`src/design/dgp_cfg.svh`:
```
// Offsets, field positions and reset values of the dual port block
`ifndef DGP_CFG_SVH
`define DGP_CFG_SVH

// ********************************
// Register byte addresses
// ********************************
`define DGP_FIRST_DATA_ADDR 16'hffdb
`define DGP_SECOND_DATA_ADDR 16'hffdc
`define DGP_FIRST_DIR_ADDR 16'hffeb
`define DGP_SECOND_DIR_ADDR 16'hffec
`define DGP_LCD_CTRL_ADDR 16'hffc0
`define DGP_MODE_ADDR 16'hffc1

// ********************************
// Reset values and read constants
// ********************************
`define DGP_DATA_RESET 8'h00
`define DGP_DIR_RESET 8'h00
`define DGP_LCD_CTRL_RESET 5'h00
`define DGP_DIR_READ 8'hff
`define DGP_UNMAPPED_READ 8'h00

// ********************************
// Field positions in lcd_port_control and the mode register
// ********************************
`define DGP_SEL_LSB 0
`define DGP_SEL_MSB 3
`define DGP_EXT_BIT 4
`define DGP_MODE_LSB 0
`define DGP_MODE_MSB 2

// ********************************
// Segment select codes
// ********************************
`define DGP_SEL_GPIO_HI 3'h0
`define DGP_SEL_GPIO_LO_MAX 4'h2
`define DGP_SEL_GPIO_SECOND 4'h0

`endif

```
`src/design/dgp_pkg.sv`:
```
// Types shared by the dual port block
package dgp_pkg;

  // ********************************
  // Operating modes, Gray along the usual path
  // ********************************
  typedef enum logic [2:0] {
    DGP_ACTIVE = 3'h0,
    DGP_SUBACTIVE = 3'h1,
    DGP_SLEEP = 3'h3,
    DGP_SUBSLEEP = 3'h2,
    DGP_WATCH = 3'h6,
    DGP_STANDBY = 3'h7
  } dgp_mode_t;

  // ********************************
  // Pin drive carrier
  // ********************************
  typedef struct packed {
    logic [7:0] o;
    logic [7:0] oe;
  } dgp_drive_t;

  // ********************************
  // Segment control carrier
  // ********************************
  typedef struct packed {
    logic ext;
    logic [3:0] sel;
  } dgp_lcd_ctrl_t;

endpackage

```
`src/design/dgp_top.sv`:
```
// Two 8-bit general ports sharing pins with LCD segment drive
// Operation
// [RULE_01] Each port has an 8-bit read/write data latch, reset to zero.
// [RULE_02] Reading an output bit returns the latched value, not the pin.
// [RULE_03] Reading an input bit returns the sampled pin level.
// [RULE_04] Direction bit one drives latched data out; zero makes an input.
// [RULE_05] Direction and data act only while the pin is general I/O.
// [RULE_06] Direction registers are write-only and read as all ones.
// [RULE_07] Reset clears all direction bits, so every pin starts as input.
// [RULE_08] First port pins 7-4: select 000x is I/O, else segment drive.
// [RULE_09] First port pins 3-0: 000x or 0010 is I/O, else segment drive.
// [RULE_10] First port hi-Z in reset and standby, holds in sleep modes.
// [RULE_11] Second port pins 3-0: select 0000 is I/O, else segment drive.
// [RULE_12] Second port pins 7-4: extended select routes LCD signals out.
// [RULE_13] Register writes reach the pins at the edge ending the write.
`timescale 1ns/1ps
`include "dgp_cfg.svh"

module dgp_top #(
  parameter int ADDR_W = 16
) (
  input wire logic core_clk,
  input wire logic rst,
  input wire logic [ADDR_W-1:0] addr,
  input wire logic [7:0] wdata,
  input wire logic wr,
  input wire logic rd,
  output logic [7:0] rdata,
  input wire logic [7:0] first_pin_in,
  input wire logic [7:0] second_pin_in,
  output dgp_pkg::dgp_drive_t first_pins,
  output dgp_pkg::dgp_drive_t second_pins,
  input wire logic [7:0] lcd_drive_first,
  input wire logic [7:0] lcd_drive_second,
  input wire logic [3:0] lcd_signal
);

  // ********************************
  // Address decode
  // ********************************
  logic hit_d1;
  logic hit_d2;
  logic hit_c1;
  logic hit_c2;
  logic hit_lcd;
  logic hit_mode;

  assign hit_d1 = (addr == ADDR_W'(`DGP_FIRST_DATA_ADDR));
  assign hit_d2 = (addr == ADDR_W'(`DGP_SECOND_DATA_ADDR));
  assign hit_c1 = (addr == ADDR_W'(`DGP_FIRST_DIR_ADDR));
  assign hit_c2 = (addr == ADDR_W'(`DGP_SECOND_DIR_ADDR));
  assign hit_lcd = (addr == ADDR_W'(`DGP_LCD_CTRL_ADDR));
  assign hit_mode = (addr == ADDR_W'(`DGP_MODE_ADDR));

  // ********************************
  // Port registers
  // ********************************
  logic [7:0] latch1_r;
  logic [7:0] dir1_r;
  logic [7:0] latch1_nxt;
  logic [7:0] dir1_nxt;
  logic [7:0] latch2_r;
  logic [7:0] dir2_r;
  logic [7:0] latch2_nxt;
  logic [7:0] dir2_nxt;

  dgp_port_regs #(.WIDTH(8)) u_first (
    .core_clk(core_clk),
    .rst(rst),
    .data_we(wr && hit_d1),
    .dir_we(wr && hit_c1),
    .wdata(wdata),
    .latch_r(latch1_r),
    .dir_r(dir1_r),
    .latch_nxt(latch1_nxt),
    .dir_nxt(dir1_nxt)
  );

  dgp_port_regs #(.WIDTH(8)) u_second (
    .core_clk(core_clk),
    .rst(rst),
    .data_we(wr && hit_d2),
    .dir_we(wr && hit_c2),
    .wdata(wdata),
    .latch_r(latch2_r),
    .dir_r(dir2_r),
    .latch_nxt(latch2_nxt),
    .dir_nxt(dir2_nxt)
  );

  // ********************************
  // Segment control register
  // ********************************
  dgp_pkg::dgp_lcd_ctrl_t lcd_ctrl_r;
  dgp_pkg::dgp_lcd_ctrl_t lcd_ctrl_nxt;

  always_comb begin
    lcd_ctrl_nxt = lcd_ctrl_r;
    if (wr && hit_lcd) begin
      lcd_ctrl_nxt.sel = wdata[`DGP_SEL_MSB:`DGP_SEL_LSB];
      lcd_ctrl_nxt.ext = wdata[`DGP_EXT_BIT];
    end
  end

  always_ff @(posedge core_clk or posedge rst) begin
    if (rst) begin
      lcd_ctrl_r <= `DGP_LCD_CTRL_RESET;
    end else begin
      lcd_ctrl_r <= lcd_ctrl_nxt;
    end
  end

  // ********************************
  // Operating mode
  // ********************************
  dgp_pkg::dgp_mode_t mode_r;
  dgp_pkg::dgp_mode_t mode_nxt;
  logic hold_nxt;
  logic standby_nxt;

  always_comb begin
    mode_nxt = mode_r;
    if (wr && hit_mode) begin
      case (wdata[`DGP_MODE_MSB:`DGP_MODE_LSB])
        3'h0: mode_nxt = dgp_pkg::DGP_ACTIVE;
        3'h1: mode_nxt = dgp_pkg::DGP_SUBACTIVE;
        3'h3: mode_nxt = dgp_pkg::DGP_SLEEP;
        3'h2: mode_nxt = dgp_pkg::DGP_SUBSLEEP;
        3'h6: mode_nxt = dgp_pkg::DGP_WATCH;
        3'h7: mode_nxt = dgp_pkg::DGP_STANDBY;
        default: mode_nxt = dgp_pkg::DGP_ACTIVE;
      endcase
    end
  end

  always_ff @(posedge core_clk or posedge rst) begin
    if (rst) begin
      mode_r <= dgp_pkg::DGP_ACTIVE;
    end else begin
      mode_r <= mode_nxt;
    end
  end

  always_comb begin
    case (mode_nxt)
      dgp_pkg::DGP_SLEEP,
      dgp_pkg::DGP_SUBSLEEP,
      dgp_pkg::DGP_WATCH: begin
        hold_nxt = 1'b1;
        standby_nxt = 1'b0;
      end
      dgp_pkg::DGP_STANDBY: begin
        hold_nxt = 1'b0;
        standby_nxt = 1'b1;
      end
      default: begin
        hold_nxt = 1'b0;
        standby_nxt = 1'b0;
      end
    endcase
  end

  // ********************************
  // Pin function select
  // ********************************
  dgp_pkg::dgp_drive_t mux1;
  dgp_pkg::dgp_drive_t mux2;

  dgp_pin_mux #(.SECOND(1'b0)) u_mux_first (
    .ctrl(lcd_ctrl_nxt),
    .latch(latch1_nxt),
    .dir(dir1_nxt),
    .lcd_drive_output(lcd_drive_first),
    .lcd_sig(4'h0),
    .drive(mux1)
  );

  dgp_pin_mux #(.SECOND(1'b1)) u_mux_second (
    .ctrl(lcd_ctrl_nxt),
    .latch(latch2_nxt),
    .dir(dir2_nxt),
    .lcd_drive_output(lcd_drive_second),
    .lcd_sig(lcd_signal),
    .drive(mux2)
  );

  // ********************************
  // Pin drive flops
  // ********************************
  always_ff @(posedge core_clk or posedge rst) begin
    if (rst) begin
      first_pins <= '0; // RULE_10
    end else if (hold_nxt) begin
      first_pins <= first_pins; // RULE_10
    end else if (standby_nxt) begin
      first_pins <= '{o: mux1.o, oe: 8'h00}; // RULE_10
    end else begin
      first_pins <= mux1; // RULE_05 RULE_08 RULE_09 RULE_13
    end
  end

  always_ff @(posedge core_clk or posedge rst) begin
    if (rst) begin
      second_pins <= '0;
    end else if (hold_nxt) begin
      second_pins <= second_pins;
    end else if (standby_nxt) begin
      second_pins <= '{o: mux2.o, oe: 8'h00};
    end else begin
      second_pins <= mux2; // RULE_04 RULE_11 RULE_12 RULE_13
    end
  end

  // ********************************
  // Read data
  // ********************************
  logic [7:0] rdata_nxt;

  always_comb begin
    rdata_nxt = `DGP_UNMAPPED_READ;
    if (hit_d1) begin
      rdata_nxt = (dir1_r & latch1_r) | (~dir1_r & first_pin_in); // RULE_02 RULE_03
    end else if (hit_d2) begin
      rdata_nxt = (dir2_r & latch2_r) | (~dir2_r & second_pin_in); // RULE_02 RULE_03
    end else if (hit_c1 || hit_c2) begin
      rdata_nxt = `DGP_DIR_READ; // RULE_06
    end else if (hit_lcd) begin
      rdata_nxt = {3'h0, lcd_ctrl_r.ext, lcd_ctrl_r.sel};
    end else if (hit_mode) begin
      rdata_nxt = {5'h00, mode_r};
    end
  end

  always_ff @(posedge core_clk or posedge rst) begin
    if (rst) begin
      rdata <= 8'h00;
    end else if (rd) begin
      rdata <= rdata_nxt;
    end else begin
      rdata <= 8'h00;
    end
  end

  logic run_mode;
  assign run_mode = (mode_nxt == dgp_pkg::DGP_ACTIVE) ||
                    (mode_nxt == dgp_pkg::DGP_SUBACTIVE);
endmodule // dgp_top

```
`src/design/dgp_port_regs.sv`:
```
// Data latch and write-only direction register of one port
`timescale 1ns/1ps
`include "dgp_cfg.svh"

module dgp_port_regs #(
  parameter int WIDTH = 8
) (
  input wire logic core_clk,
  input wire logic rst,
  input wire logic data_we,
  input wire logic dir_we,
  input wire logic [WIDTH-1:0] wdata,
  output logic [WIDTH-1:0] latch_r,
  output logic [WIDTH-1:0] dir_r,
  output logic [WIDTH-1:0] latch_nxt,
  output logic [WIDTH-1:0] dir_nxt
);

  always_comb begin
    latch_nxt = data_we ? wdata : latch_r;
    dir_nxt = dir_we ? wdata : dir_r;
  end

  always_ff @(posedge core_clk or posedge rst) begin
    if (rst) begin
      latch_r <= WIDTH'(`DGP_DATA_RESET); // RULE_01
    end else begin
      latch_r <= latch_nxt;
    end
  end

  always_ff @(posedge core_clk or posedge rst) begin
    if (rst) begin
      dir_r <= WIDTH'(`DGP_DIR_RESET); // RULE_07
    end else begin
      dir_r <= dir_nxt;
    end
  end

endmodule // dgp_port_regs

```
`src/design/dgp_pin_mux.sv`:
```
// Per-pin choice between general I/O, segment and LCD signal drive
`timescale 1ns/1ps
`include "dgp_cfg.svh"

module dgp_pin_mux #(
  parameter bit SECOND = 1'b0
) (
  input dgp_pkg::dgp_lcd_ctrl_t ctrl,
  input wire logic [7:0] latch,
  input wire logic [7:0] dir,
  input wire logic [7:0] lcd_drive_output,
  input wire logic [3:0] lcd_sig,
  output dgp_pkg::dgp_drive_t drive
);

  logic gpio_hi;
  logic gpio_lo;

  always_comb begin
    if (SECOND) begin
      gpio_hi = (ctrl.sel == `DGP_SEL_GPIO_SECOND); // RULE_11
      gpio_lo = (ctrl.sel == `DGP_SEL_GPIO_SECOND); // RULE_11
    end else begin
      gpio_hi = (ctrl.sel[3:1] == `DGP_SEL_GPIO_HI); // RULE_08
      gpio_lo = (ctrl.sel <= `DGP_SEL_GPIO_LO_MAX); // RULE_09
    end
  end

  for (genvar i = 0; i < 8; i++) begin : g_pin
    logic gpio;
    logic use_sig;
    assign gpio = (i >= 4) ? gpio_hi : gpio_lo;
    assign use_sig = SECOND && (i >= 4) && ctrl.ext; // RULE_12
    always_comb begin
      if (use_sig) begin
        drive.o[i] = lcd_sig[i % 4];
        drive.oe[i] = 1'b1;
      end else if (gpio) begin
        drive.o[i] = latch[i];
        drive.oe[i] = dir[i]; // RULE_04 RULE_05
      end else begin
        drive.o[i] = lcd_drive_output[i];
        drive.oe[i] = 1'b1;
      end
    end
  end

endmodule // dgp_pin_mux

```
`config.mk`:
```
export PLATFORM = sky130hd
export DESIGN_NAME = dgp_top
export DESIGN_NICKNAME = d
export VERILOG_FILES = /design/src/design/dgp_pkg.sv /design/src/design/dgp_top.sv /design/src/design/dgp_port_regs.sv /design/src/design/dgp_pin_mux.sv
export VERILOG_INCLUDE_DIRS = /design/src /design/src/design
export SDC_FILE = /design/constraint.sdc
export NUM_CORES = 1
export LEC_CHECK = 0
export BUFFER_PORTS_ARGS = -buffer_cell sky130_fd_sc_hd__buf_2
export CORE_MARGIN = 8
export CORE_UTILIZATION = 25
export CTS_CLUSTER_DIAMETER = 100
export CTS_CLUSTER_SIZE = 14
export DETAILED_ROUTE_END_ITERATION = 10
export HOLD_SLACK_MARGIN = 0.06
export MAX_ROUTING_LAYER = met4
export PLACE_DENSITY = 0.52
export SETUP_SLACK_MARGIN = 0.2
export SLEW_MARGIN = 5
export SYNTH_ARGS = -nofsm -noshare
export SYNTH_HDL_FRONTEND = slang
export SYNTH_SLANG_ARGS = --single-unit
```
`constraint.sdc`:
```
create_clock -name core_clk -period 2.7 [get_ports core_clk]
set_input_delay 0.135 -clock core_clk [delete_from_list [all_inputs] [get_ports core_clk]]
set_output_delay 0.135 -clock core_clk [all_outputs]
set_load 0.05 [all_outputs]
```
# Yosys cells after proc, flatten, opt, wreduce, memory -nomap -nowiden
# Index checks and enable logic that the tools add are counted.
[totals] out_inout_bits=40 regBits=80
[op_classes] muxes=57 magnitude_cmp=1 n_eq_ne=15 n_reduce_logical=10 bitwise=8
[ops] cell="16-bit == test, second input constant" n=6
[ops] cell="8-bit two-way mux" n=10
[ops] cell="1-bit two-way mux" n=42
[ops] cell="8-bit AND" n=4
[ops] cell="8-bit inverter" n=2
[ops] cell="8-bit bitwise OR" n=2
[ops] cell="3-bit one-hot mux with 5 select lines" n=1
[ops] cell="3-bit by 2-bit == test with 1-bit output, second input constant" n=4
[ops] cell="3-bit == test, second input constant" n=4
[ops] cell="5-bit two-way mux" n=2
[ops] cell="1-bit logical AND" n=6
[ops] cell="3-bit two-way mux" n=2
[ops] cell="4-bit by 2-bit <= comparator with 1-bit output, second input constant" n=1
[ops] cell="4-bit logical NOT" n=1
[ops] cell="3-bit by 1-bit == test with 1-bit output, second input constant" n=1
[ops] cell="3-bit logical NOT" n=1
[ops] cell="3-bit OR reduction" n=1
[ops] cell="1-bit logical OR" n=1

# Longest topological paths before layout
# Gate-level depths: netlist (run 1).
[logic_depth] word_depth=7 depth_mapped=9

# Hierarchy
# From an unflattened synthesis (run 1), not the netlist that was laid out.
[unflattened] cells_unflattened=327 hier_area_um2=4199.0
[by_module_without_submodules] mod="dgp_top" n_inst=1 area_per_inst_um2=2467.4 cells_per_inst=202
[by_module_without_submodules] mod="dgp_port_regs" n_inst=2 area_per_inst_um2=666.9 cells_per_inst=35
[by_module_without_submodules] mod="dgp_pin_mux at u_mux_second" n_inst=1 area_per_inst_um2=216.5 cells_per_inst=37
[by_module_without_submodules] mod="dgp_pin_mux at u_mux_first" n_inst=1 area_per_inst_um2=181.4 cells_per_inst=18

# Worst setup path before layout (run 1)
# Ideal clock, no wire load.
[synth_timing] path_kind="input -> register" from="input port addr[3]" to="register second_pins[12] (netlist bit)" path_buffers=2 t_arrival_ns=2.298 cell_stages=8 setup_ns=0.127 path_slack_ns=0.275 t_required_ns=2.573 cell_sequence="or4_4 -> or4_1 -> or4_1 -> buf_2 -> and2_4 -> buf_6 -> o211ai_1 -> a21oi_1"
[synth_via] elab_chain_cells=6
[synth_lines] element="start, declared" line_no="dgp_top.sv:24" rtl="input wire logic [ADDR_W-1:0] addr,"
[synth_lines] element="16-bit == test (on tied branches)" line_no="dgp_top.sv:53, dgp_top.sv:52"
[synth_lines] element="1-bit logical AND (on tied branches)" line_no="dgp_top.sv:123, dgp_top.sv:99"
[synth_lines] element="3-bit two-way mux or 5-bit two-way mux (tied branches)" line_no="dgp_top.sv:123, dgp_top.sv:99"
[synth_lines] element="3-bit by 2-bit == test with 1-bit output (tied with other cells)" line_no="dgp_top.sv:145" rtl="case (mode_nxt)"
[synth_lines] element="3-bit OR reduction or 1-bit two-way mux (tied branches)" line_no="dgp_top.sv:145, dgp_pin_mux.sv:38"
[synth_lines] element="1-bit two-way mux (on tied branches)" line_no="dgp_top.sv:145, dgp_pin_mux.sv:35"
[synth_lines] element="end signal, assigned" line_no="dgp_top.sv:206" rtl="second_pins <= second_pins;"
[synth_lines] element="end signal, assigned" line_no="dgp_top.sv:208" rtl="second_pins <= '{o: mux2.o, oe: 8'h00};"
[synth_lines] element="end signal, assigned" line_no="dgp_top.sv:210" rtl="second_pins <= mux2;"
[synth_lines] element="end, declared" line_no="dgp_top.sv:32" rtl="output dgp_pkg::dgp_drive_t second_pins,"
# Several ways; a longest one is shown, not always the timed one.
# A chain may end at the register's enable or synchronous reset.

# Worst setup path in the final report (run 1)
[layout_timing] from="input port addr[3]" to="register second_pins[11] (netlist bit)"
[layout_via] elab_chain_cells=6
[layout_lines] element="16-bit == test" line_no="dgp_top.sv:53" rtl="assign hit_mode = (addr == ADDR_W'(`DGP_MODE_ADDR));"
[layout_lines] element="1-bit logical AND" line_no="dgp_top.sv:123" rtl="if (wr && hit_mode) begin"
[layout_lines] element="3-bit two-way mux" line_no="dgp_top.sv:123"
[layout_lines] element="3-bit by 2-bit == test with 1-bit output or 3-bit == test (tied branches)" line_no="dgp_top.sv:145"
[layout_lines] element="3-bit OR reduction" line_no="dgp_top.sv:145"
[layout_lines] element="1-bit two-way mux" line_no="dgp_top.sv:145"
# Several ways; a longest one is shown, not always the timed one.

==> results of run 1 <==
## sequential cells by signal (all words and copies together) (netlist names)
name,flops
u_first.dir_r,8
lcd_ctrl_r,5
u_second.latch_r,8
first_pins,16
u_second.dir_r,8
u_first.latch_r,8
mode_r,3
second_pins,16
rdata,8
## Yosys cell counts (all sizes together)
cell | count | area (um2)
nor3 | 5 | 25.0
o21a | 8 | 60.1
nand4b | 3 | 26.3
nand2 | 38 | 143
a22oi | 5 | 37.5
a21oi | 11 | 55.1
or3 | 2 | 12.5
xnor2 | 1 | 8.76
mux2i | 32 | 320
nor2b | 5 | 31.3
clkinv | 1 | 3.75
o21ai | 26 | 130
nand3b | 6 | 45.0
mux2 | 38 | 428
dfrtp | 80 | 2000
o211ai | 4 | 30.0
a211o | 2 | 17.5
or4 | 4 | 33.8
nand3 | 7 | 35.0
buf | 3 | 20.0
clkbuf | 10 | 37.5
a211oi | 1 | 7.51
nand2b | 9 | 56.3
o2bb2ai | 1 | 8.76
nand4 | 3 | 18.8
inv | 4 | 15.0
and2 | 1 | 8.76
a22o | 8 | 70.1
nor2 | 12 | 45.0
nor4 | 3 | 25.0
## worst register-to-register path, delay by kind of cell, from the launching register on
kind	cells	cell delay, ns
flip-flops	1	0.40
multiplexers	1	0.21
AND/OR/NAND/NOR	2	0.64
AO/OA/AOI/OAI	2	0.47
## cell type report
cell class	instances	area (um2)	share of cell area
repair buffers	122	661	0.135
clock inverters	3	40.0	0.00815
well taps	188	235	0.0479
clock buffers	13	260	0.0530
multi-input cells	235	1690	0.345
inverters	5	20.0	0.00408
flip-flops and latches	80	2000	0.408
## layout by cell type (no fill, tap or decap), types with 6 or more instances in the layout
master and n:
buf_2 103, dfrtp_1 80, nand2_1 38, mux2_2 38, mux2i_1 31, o21ai_0 25, buf_4 18, nor2_1 12
a21oi_1 11, nand2b_1 9, clkbuf_16 9, a22o_1 8, o21a_1 8, nand3_1 7, nand3b_1 6
## per-layer routing
metal | wire length, um | up-vias | global-route usage
met5 | 0 | - | -
met4 | 216 | 0 | 0.0486
met3 | 506 | 14 | 0.0229
met2 | 5640 | 86 | 0.197
met1 | 5420 | 1477 | 0.165
li1 | - | 1444 | -
## power by group
part	internal [mW]	leakage, nW	total [mW]	switching (mW)
clock	0.764	0.150	1.23	0.468
combinational	0.0514	1.32	0.129	0.0772
sequential	1.20	1.12	1.20	0.000564
## cell families after synthesis
logic type,count (synthesis),synth area share
multiplexers,70,0.199
buffers and inverters,18,0.0203
AND/OR/NAND/NOR,98,0.135
AO/OA/AOI/OAI,66,0.111
flip-flops,80,0.533
XOR/XNOR,1,0.00233
## metrics by stage
step / setup WS (ns) / hold WS (ns) / utilization / total power, mW / area, um2
final: 0.411 / 0.0875 / 0.329 / 2.56 / 4910
after floorplan: 0.275 / 0.286 / - / 1.27 / 3760
after CTS: 0.427 / 0.0802 / 0.329 / 2.59 / 4910
after global routing: 0.303 / 0.0983 / 0.329 / 2.66 / 4910
after global placement: 0.108 / 0.263 / 0.308 / 1.35 / 4600
after detailed placement: 0.0751 / 0.276 / 0.308 / 1.35 / 4600
## worst paths after layout
check / cells after the start / start / endpoint
hold / removal: 3 / lcd_drive_first[5] / first_pins[13]
setup / recovery: 7 / addr[3] / second_pins[11]
setup reg to reg: 5 / lcd_ctrl_r[3] / second_pins[11]
hold reg to reg: 2 / second_pins[3] / second_pins[3]
min in group asynchronous: 3 / rst / first_pins[11]
max in group asynchronous: 4 / rst / second_pins[12]
## timing repair
item	in CTS	in global routing
setup buffers	0	0
hold buffers	1	0
endpoints found under the hold margin	38	0
==> results.md, run 1 <==
- Crit path max-delay family: simple AND/OR/NAND/NOR gates
- Die H: 139 um
- I/O pins: 104
- Total CTS buffers: 9
- Layout cell share with drive strength beyond 1: 0.389
- Post-route ant nets: 0
- Clock slew at reported path FFs: 0.06 ns
- Via density: 4.68
- Setup tns final: 0 ns
- Post-route clock period utilization: 0.848
- Via count: 3,021
- Tot GR Track Use: 0.128
- RSZ-0062 raised after global routing: false
- Sequence of cells on the critical path: buf_2 -> or4_4 -> or4_1 -> or4_1 -> nand2_1 -> mux2i_1 -> o21ai_0
- Fin cells: 646
- Initial DRC Count: 131
- Setup CP Type: in2reg
- Period minus WS final: 2.29 ns
- Fillers: 1,512
- First-pass GRT wire length: 18.9 mm
- Cell total after placement: 629
- FMAX: 437 MHz
- WP buf/inv: 1
- Slew headroom: 0.523
- Post_cts resized: 0
- Synth cell types: 35
- GRT Residual Overflow: 0
- Post-Synthesis Cell Area: 3760 um2
- Root buf cell: clkbuf_16
- Slew Limit Fails: 0
- Vias in the first global route: 3,237
- P_leak: 2.59 nW
- Clock skew: 0.00857 ns
- Cell Pwr Density: 522 nW/um2
- Worst IR drop on VDD: 0.209 mV
- Mapped Cells: 333
- Dpl hpwl: 8.99 mm
- Initial antenna violation count: 0
- Port-buffer cells: 103
- H-tree depth: 3
- Ys Warns: 0
- CTS tree: yes
- Worst Path Max Fanout: 4
- Final-report setup violation count: 0
- Die X-Extent: 139 um
- Synthesis-stage register bit count: 80
- Skew-Pair Late Insertion Delay: 0.34 ns
- Pin count of the biggest net entering global routing: 42
- Initial Utilization: 0.252
- CTS sink count: 80
- Syn_nets: 397
- # Max-Cap Violations: 0
- Avg WL per Cell: 18.2 um
- Placeable Area: 14,900 um2
- Crit-path slowest cell: or4_1
- N_diodes: 0
- Outcome: complete, no violations
- CP peak stage delay: 0.58 ns
- Crit-path most repeated cell: or4_1
- Startpoint types: input pin
- HP Class: in2reg
- Nets: 517
- TritonRoute pass-1 iters: 4
- WP data required: 2.90 ns
- Crit. End Element: flip-flop
- Worst Tran Pin Value: 0.715 ns
- Row cnt: 45
- Die area: 19,200 um2
- R2R Setup Slk: 0.83 ns
- Fin. Hold Viols: 0
- Routability cong.: 0.820
- Share of the yosys chip area belonging to registers: 0.533
- Post-Route WL: 11.8 mm
- Critical path data arrival time: 2.49 ns
- Max clock buf depth: 2
- Area growth syn-to-layout: 30.7%
- Mean Syn Cell Area: 11.3 um2
- Post-route DRC violation count: 0
Note: power is estimated with default switching activity, not from simulation.
==> run 2, diff against run 1 <==
Settings changed: ABC_AREA from default to 1, PLACE_DENSITY 0.52 to 0.53.
Clock period 2.7 ns to 2 ns, I/O delays scaled along.
==> results.md, run 2 <==
- Outcome: complete, no violations
- Synth area leaders: dfrtp_1 48%, nand2_1 10%, nand3_1 6.5%
- Root buf cell: clkbuf_16
- Mapped Cells: 520 (+56%)
- Crit-path most repeated cell: nand2_1
- Hold Slack: 0.0865 ns (-0.00102 ns)
- Slew headroom: 0.689 (+0.166)
- Port-buffer cells: 103 (unchanged)
- Design Power: 3.64 mW (+42%)
- First-pass GRT wire length: 21.3 mm (+13%)
- Synth top area share: 0.484 (-0.0484)
- Startpoint types: input pin
- Commonest non-fill, non-tap cell in the layout: nand2_1
- Synth cell types: 29 (-17%)
- Post-route ant nets: 0 (unchanged)
- WP buf/inv: 2 (+1)
- Fin cells: 877 (+36%)
- Critical path data arrival time: 1.76 ns (-0.73 ns)
- WP data required: 2.22 ns (-0.68 ns)
- GRT Residual Overflow: 0 (unchanged)
- Crit path max-delay family: simple AND/OR/NAND/NOR gates
- Worst Path Max Fanout: 13 (+9)
- Max layer used: met4
- Cell Pwr Density: 666 nW/um2 (+28%)
- Nets: 716 (+38%)
- Via count: 3,864 (+28%)
- Hold path depth: 3 (unchanged)
- Via density: 4.41 (-5.8%)
- Crit-path slowest cell: nor2_4
- Final-report setup violation count: 0 (unchanged)
- Initial DRC Count: 202 (+54%)
- Sequence of cells on the critical path: buf_2 -> nand2_1 -> inv_2 -> nand2_1 -> nor2_4 -> nand3_4 -> nand2_1 -> nand2_2 -> nor2_8 -> nand2_4 -> nor2_2 -> nand2_1 -> nand2_1 -> nand2_1
- HP Class: in2reg
- Layout cell share with drive strength beyond 1: 0.257 (-0.131)
- R2R cell count: 8 (+3)
- Clock slew at reported path FFs: 0.06 ns (about the same)
- Tot GR Track Use: 0.139 (+0.0109)
- Setup CP Type: in2reg
- Post-route DRC violation count: 0 (unchanged)
- Total CTS buffers: 9 (unchanged)
- Fin. Hold Viols: 0 (unchanged)
- Setup WS post-layout: 0.461 ns (+0.0499 ns)
- Skew-Pair Late Insertion Delay: 0.33 ns (about the same)
- Share of the yosys chip area belonging to registers: 0.484 (-0.0484)
- Placeable Area: 16,300 um2 (+9.6%)
- CTS sink count: 80 (unchanged)
- Largest regs: first_pins: 16 flops, second_pins: 16 flops
- Pin count of the biggest net entering global routing: 35 (-17%)
- CTS tree: yes
- Routability cong.: 0.859 (+4.8%)
- CP Depth: 14 (+7)
- Ys Warns: 0 (unchanged)
- Placed Area: 5010 um2 (+8.9%)
- Crit. End Element: flip-flop
- CP peak stage delay: 0.31 ns (-0.27 ns)
- Area growth syn-to-layout: 32.2%
- Max clock buf depth: 2 (unchanged)
- Hold_sp: rd
- Metal-1 WL: 6.40 mm (+18%)
- Fin area: 5460 um2 (+11%)
- Vias in the first global route: 3,912 (+21%)
- Critical R2R Launch: lcd_ctrl_r[0]
- Pre-CTS WS: 0.100 ns (+0.0253 ns)
- Clock skew: 0.00737 ns (-0.00121 ns)
- Die X-Extent: 145 um (+4.3%)
- Synthesis-stage register bit count: 80 (unchanged)
- Met3 wire length: 795 um (+57%)
- Post_cts resized: 0 (unchanged)
- Fillers: 1,775 (+17%)
- EDFF count, synth: 0 (unchanged)
- Commonest non-fill, non-tap cells in the layout: 115 x nand2_1, 103 x buf_2, 80 x dfrtp_1
- Cell total after placement: 848 (+35%)
- I/O pins: 104 (unchanged)
- P_leak: 2.85 nW (+10%)
- Die H: 145 um (+4.3%)
- CP Launch Point: addr[14]
- Syn_nets: 584 (+47%)
- Most frequent cell after synthesis: nand2_1
- FMAX: 650 MHz
- Worst IR drop on VDD: 0.414 mV (+98%)
- Largest area contributor in the netlist: dfrtp_1
- Final core utilization: 0.334 (+0.00517)
- Die area: 20,900 um2 (+8.8%)
- Post-Synthesis Cell Area: 4130 um2 (+10%)
- Mean Syn Cell Area: 7.95 um2 (-30%)
- Slew Limit Fails: 0 (unchanged)
- Met2 WL post-DR: 6.37 mm (+13%)
- Most used DFF post-synth: dfrtp_1
- Post-Route WL: 13.7 mm (+17%)
- Synth top cells by count: 115 x nand2_1, 80 x dfrtp_1, 65 x inv_1, 54 x nand3_1, 48 x nor2_1
- Avg WL per Cell: 15.7 um (-14%)
- Dpl hpwl: 11.0 mm (+22%)
- Asr flop ratio synth: 1.00 (unchanged)
- Period minus WS final: 1.54 ns
- RSZ-0062 raised after global routing: false
- Post-route clock period utilization: 0.770
- Initial Utilization: 0.253 (+0.000970)
- # Max-Cap Violations: 0 (unchanged)
- Row cnt: 47 (+4.4%)
- Setup tns final: 0 ns (unchanged)
- TritonRoute pass-1 iters: 4 (unchanged)
- Worst Tran Pin Value: 0.465 ns (-0.250 ns)
- Initial antenna violation count: 0 (unchanged)
- N_diodes: 0 (unchanged)
- H-tree depth: 3 (unchanged)
[run 2: cell count changes after synthesis, moves of 9 or more]
cell      previous run  this run
nand3_1              7        54
mux2_2              38         1
mux2i_1             32         3
nand4_1              3        14
nand2b_1             9         0
o21ai_0             25        44
nand2_2              0        10
nand2_1             38       115
nor2_1              12        48
inv_1                4        65
a21oi_1             11        25
[run 2: worst register-to-register path, delay by kind of cell, from the launching register on]
| family | cells | cell delay, ns |
|---|---|---|
| DFF | 1 | 0.39 |
| and+or+nand+nor | 8 | 0.89 |
[run 2: cell type report]
type	instances	area, um2	area share
Multi-Input combinational cell	356	1760	0.323
Inverter	68	259	0.0474
Sequential cell	80	2000	0.366
Clock buffer	12	246	0.0451
Clock inverter	4	77.6	0.0142
Tap cell	220	275	0.0504
Timing Repair Buffer	137	841	0.154
[run 2: per-layer routing]
layer	global-route usage	up-vias
met3	0.0277	11
met2	0.216	104
li1	-	1957
met4	0.0422	0
met5	-	-
met1	0.180	1792
[run 2: final timing paths]
kind	to	slack (ns)
max in group asynchronous	u_second.dir_r[4]	1.14
hold / removal	rdata[3]	0.09
hold reg to reg	first_pins[10]	0.52
min in group asynchronous	rdata[5]	0.34
setup reg to reg	second_pins[4]	0.60
setup / recovery	second_pins[4]	0.46
[run 2: timing repair]
action                                 4_1_cts  5_1_grt
setup buffers                                0        0
hold buffers                                13        0
endpoints found under the hold margin       28        0
[run 2: logic make-up after synthesis]
| kind of cell | share of synthesized area |
|---|---|
| AND/OR/NAND/NOR | 0.297 |
| multiplexers | 0.00999 |
| AO/OA/AOI/OAI | 0.120 |
| buffers and inverters | 0.0890 |
| flip-flops | 0.484 |
[run 2: where the power goes]
group | internal [mW] | leakage (nW) | switching (mW)
clock network | 1.13 | 0.157 | 0.649
registers | 1.62 | 1.01 | 0.00298
logic | 0.0911 | 1.68 | 0.140
total | 2.85 | 2.85 | 0.792
==> run 3, diff against run 2 <==
Clock period 2 ns to 1.26 ns, I/O delays scaled along.
==> results.md, run 3 (synthesis gave the netlist of run 2 again) <==
- Outcome: complete, but fails checks
- Violated checks: setup timing
- Nets: 780 (+8.9%)
- FMAX: 716 MHz
- H-tree depth: 3 (unchanged)
- Die X-Extent: 145 um (unchanged)
- Largest regs: first_pins: 16 flops, second_pins: 16 flops
- Total CTS buffers: 9 (unchanged)
- Root buf cell: clkbuf_16
- Row cnt: 47 (unchanged)
- Skew-Pair Late Insertion Delay: 0.34 ns (about the same)
- RSZ-0062 raised after global routing: true
- N_diodes: 0 (unchanged)
- Worst Path Max Fanout: 5 (-8)
- Cell Pwr Density: 858 nW/um2 (+29%)
- Clock skew: 0.00771 ns (+0.000347 ns)
- Die H: 145 um (unchanged)
- CP peak stage delay: 0.41 ns (+0.10 ns)
- Commonest non-fill, non-tap cells in the layout: 87 x nand2_1, 80 x dfrtp_1, 79 x buf_2
- Post-Route WL: 14.5 mm (+5.5%)
- Sequence of cells on the critical path: nand2_4 -> nand2_4 -> nor2_8 -> nand2_8 -> buf_12 -> o21ai_2 -> nand2_1
- I/O pins: 104 (unchanged)
- # Max-Cap Violations: 0 (unchanged)
- Post-route clock period utilization: 1.11
- Port-buffer cells: 103 (unchanged)
- Vias in the first global route: 4,256 (+8.8%)
- Tot GR Track Use: 0.146 (+0.00715)
- Initial antenna violation count: 0 (unchanged)
- HP Class: in2reg
- Via count: 4,190 (+8.4%)
- Placeable Area: 16,300 um2 (unchanged)
- Die area: 20,900 um2 (unchanged)
- Final core utilization: 0.403 (+0.0688)
- Worst Tran Pin Value: 0.397 ns (-0.0680 ns)
- FF/Latch Area: 2000 um2 (unchanged)
- Max clock buf depth: 2 (unchanged)
- Cell total after placement: 901 (+6.3%)
- GRT Residual Overflow: 0 (unchanged)
- Setup WS post-layout: -0.136 ns (-0.597 ns)
- Fin area: 6590 um2 (+21%)
- Setup CP Type: reg2reg
- Commonest non-fill, non-tap cell in the layout: nand2_1
- Initial Utilization: 0.253 (unchanged)
- Crit. End Element: flip-flop
- Period minus WS final: 1.40 ns
- Clock slew at reported path FFs: 0.06 ns (about the same)
- Dpl hpwl: 11.4 mm (+4.2%)
- P_leak: 3.34 nW (+17%)
- Crit-path slowest cell: dfrtp_1
- WP data required: 1.48 ns (-0.74 ns)
- CTS tree: yes
- Initial DRC Count: 172 (-15%)
- First-pass GRT wire length: 22.7 mm (+6.3%)
- Post-route DRC violation count: 0 (unchanged)
- Placed Area: 5590 um2 (+12%)
- Crit-path most repeated cell: nand2_4
- CTS sink count: 80 (unchanged)
- Avg WL per Cell: 15.5 um (-1.3%)
- TritonRoute pass-1 iters: 5 (+1)
- Design Power: 5.65 mW (+55%)
- Fin cells: 938 (+7.0%)
- Layout cell share with drive strength beyond 1: 0.460 (+0.202)
- Routability cong.: 0.807 (-6.1%)
- Pin count of the biggest net entering global routing: 41 (+17%)
- Post-route ant nets: 0 (unchanged)
- Slew headroom: 0.732 (+0.0432)
- Startpoint types: flip-flop
- Area growth syn-to-layout: 59.4%
- Multi-input logic area: 2280 um2 (+29%)
- Fillers: 1,677 (-5.5%)
- Fin. Hold Viols: 0 (unchanged)
- Setup tns final: -1.99 ns (-1.99 ns)
- Slew Limit Fails: 0 (unchanged)
- Final-report setup violation count: 31 (+31)
- Via density: 4.47 (+1.4%)
- Worst IR drop on VDD: 0.658 mV (+59%)
- Critical path data arrival time: 1.62 ns (-0.14 ns)
[run 3: final timing paths]
path / endpoint / depth (start not counted) / slack [ns] / from
min in group asynchronous: u_first.latch_r[1] / 4 / 0.35 / rst
hold reg to reg: first_pins[7] / 2 / 0.50 / first_pins[7]
hold / removal: first_pins[10] / 4 / 0.07 / lcd_drive_first[2]
max in group asynchronous: second_pins[7] / 4 / 0.67 / rst
setup reg to reg: second_pins[0] / 7 / -0.14 / lcd_ctrl_r[2]
setup / recovery: second_pins[0] / 7 / -0.14 / lcd_ctrl_r[2]
[run 3: final cells by class]
class                   instances  share of cell area
clock inverters                 1             0.00456
repair buffers                201               0.226
inverters                      68              0.0401
well taps                     220              0.0418
flip-flops and latches         80               0.304
clock buffers                  12              0.0374
multi-input cells             356               0.346
[run 3: power breakdown]
part           switching, mW  internal, mW
registers            0.00524          2.58
logic                  0.265         0.216
clock network           1.03          1.56
[run 3: what timing repair did]
action                                  4_1_cts  5_1_grt
hold buffers                                 14        0
pin swaps                                     4       21
gates resized for setup                      43      111
endpoints found under the setup margin       52       69
endpoints found under the hold margin       100        0
buffers inserted                              0       10
[run 3: critical path, delay by kind of cell (launching register included)]
kind	cells	cell delay, ns
AND/OR/NAND/NOR	5	0.56
flip-flops	1	0.41
AO/OA/AOI/OAI	1	0.17
buffers and inverters	1	0.14
[run 3: per-layer routing]
layer | track usage | share of wire | up-vias
met5 | - | 0 | -
met1 | 0.185 | 0.46 | 1987
met2 | 0.235 | 0.48 | 97
met4 | 0.0416 | 0.013 | 0
li1 | - | - | 2092
met3 | 0.0264 | 0.044 | 14
[run 3: through the flow]
stage	worst slack (ns)	hold WS [ns]
6_report	-0.136	0.0696
5_1_grt	-0.191	0.0772
4_1_cts	-0.0889	0.0487
3_5_place_dp	-0.451	0.161
3_3_place_gp	-0.429	0.168
2_1_floorplan	-0.120	0.180
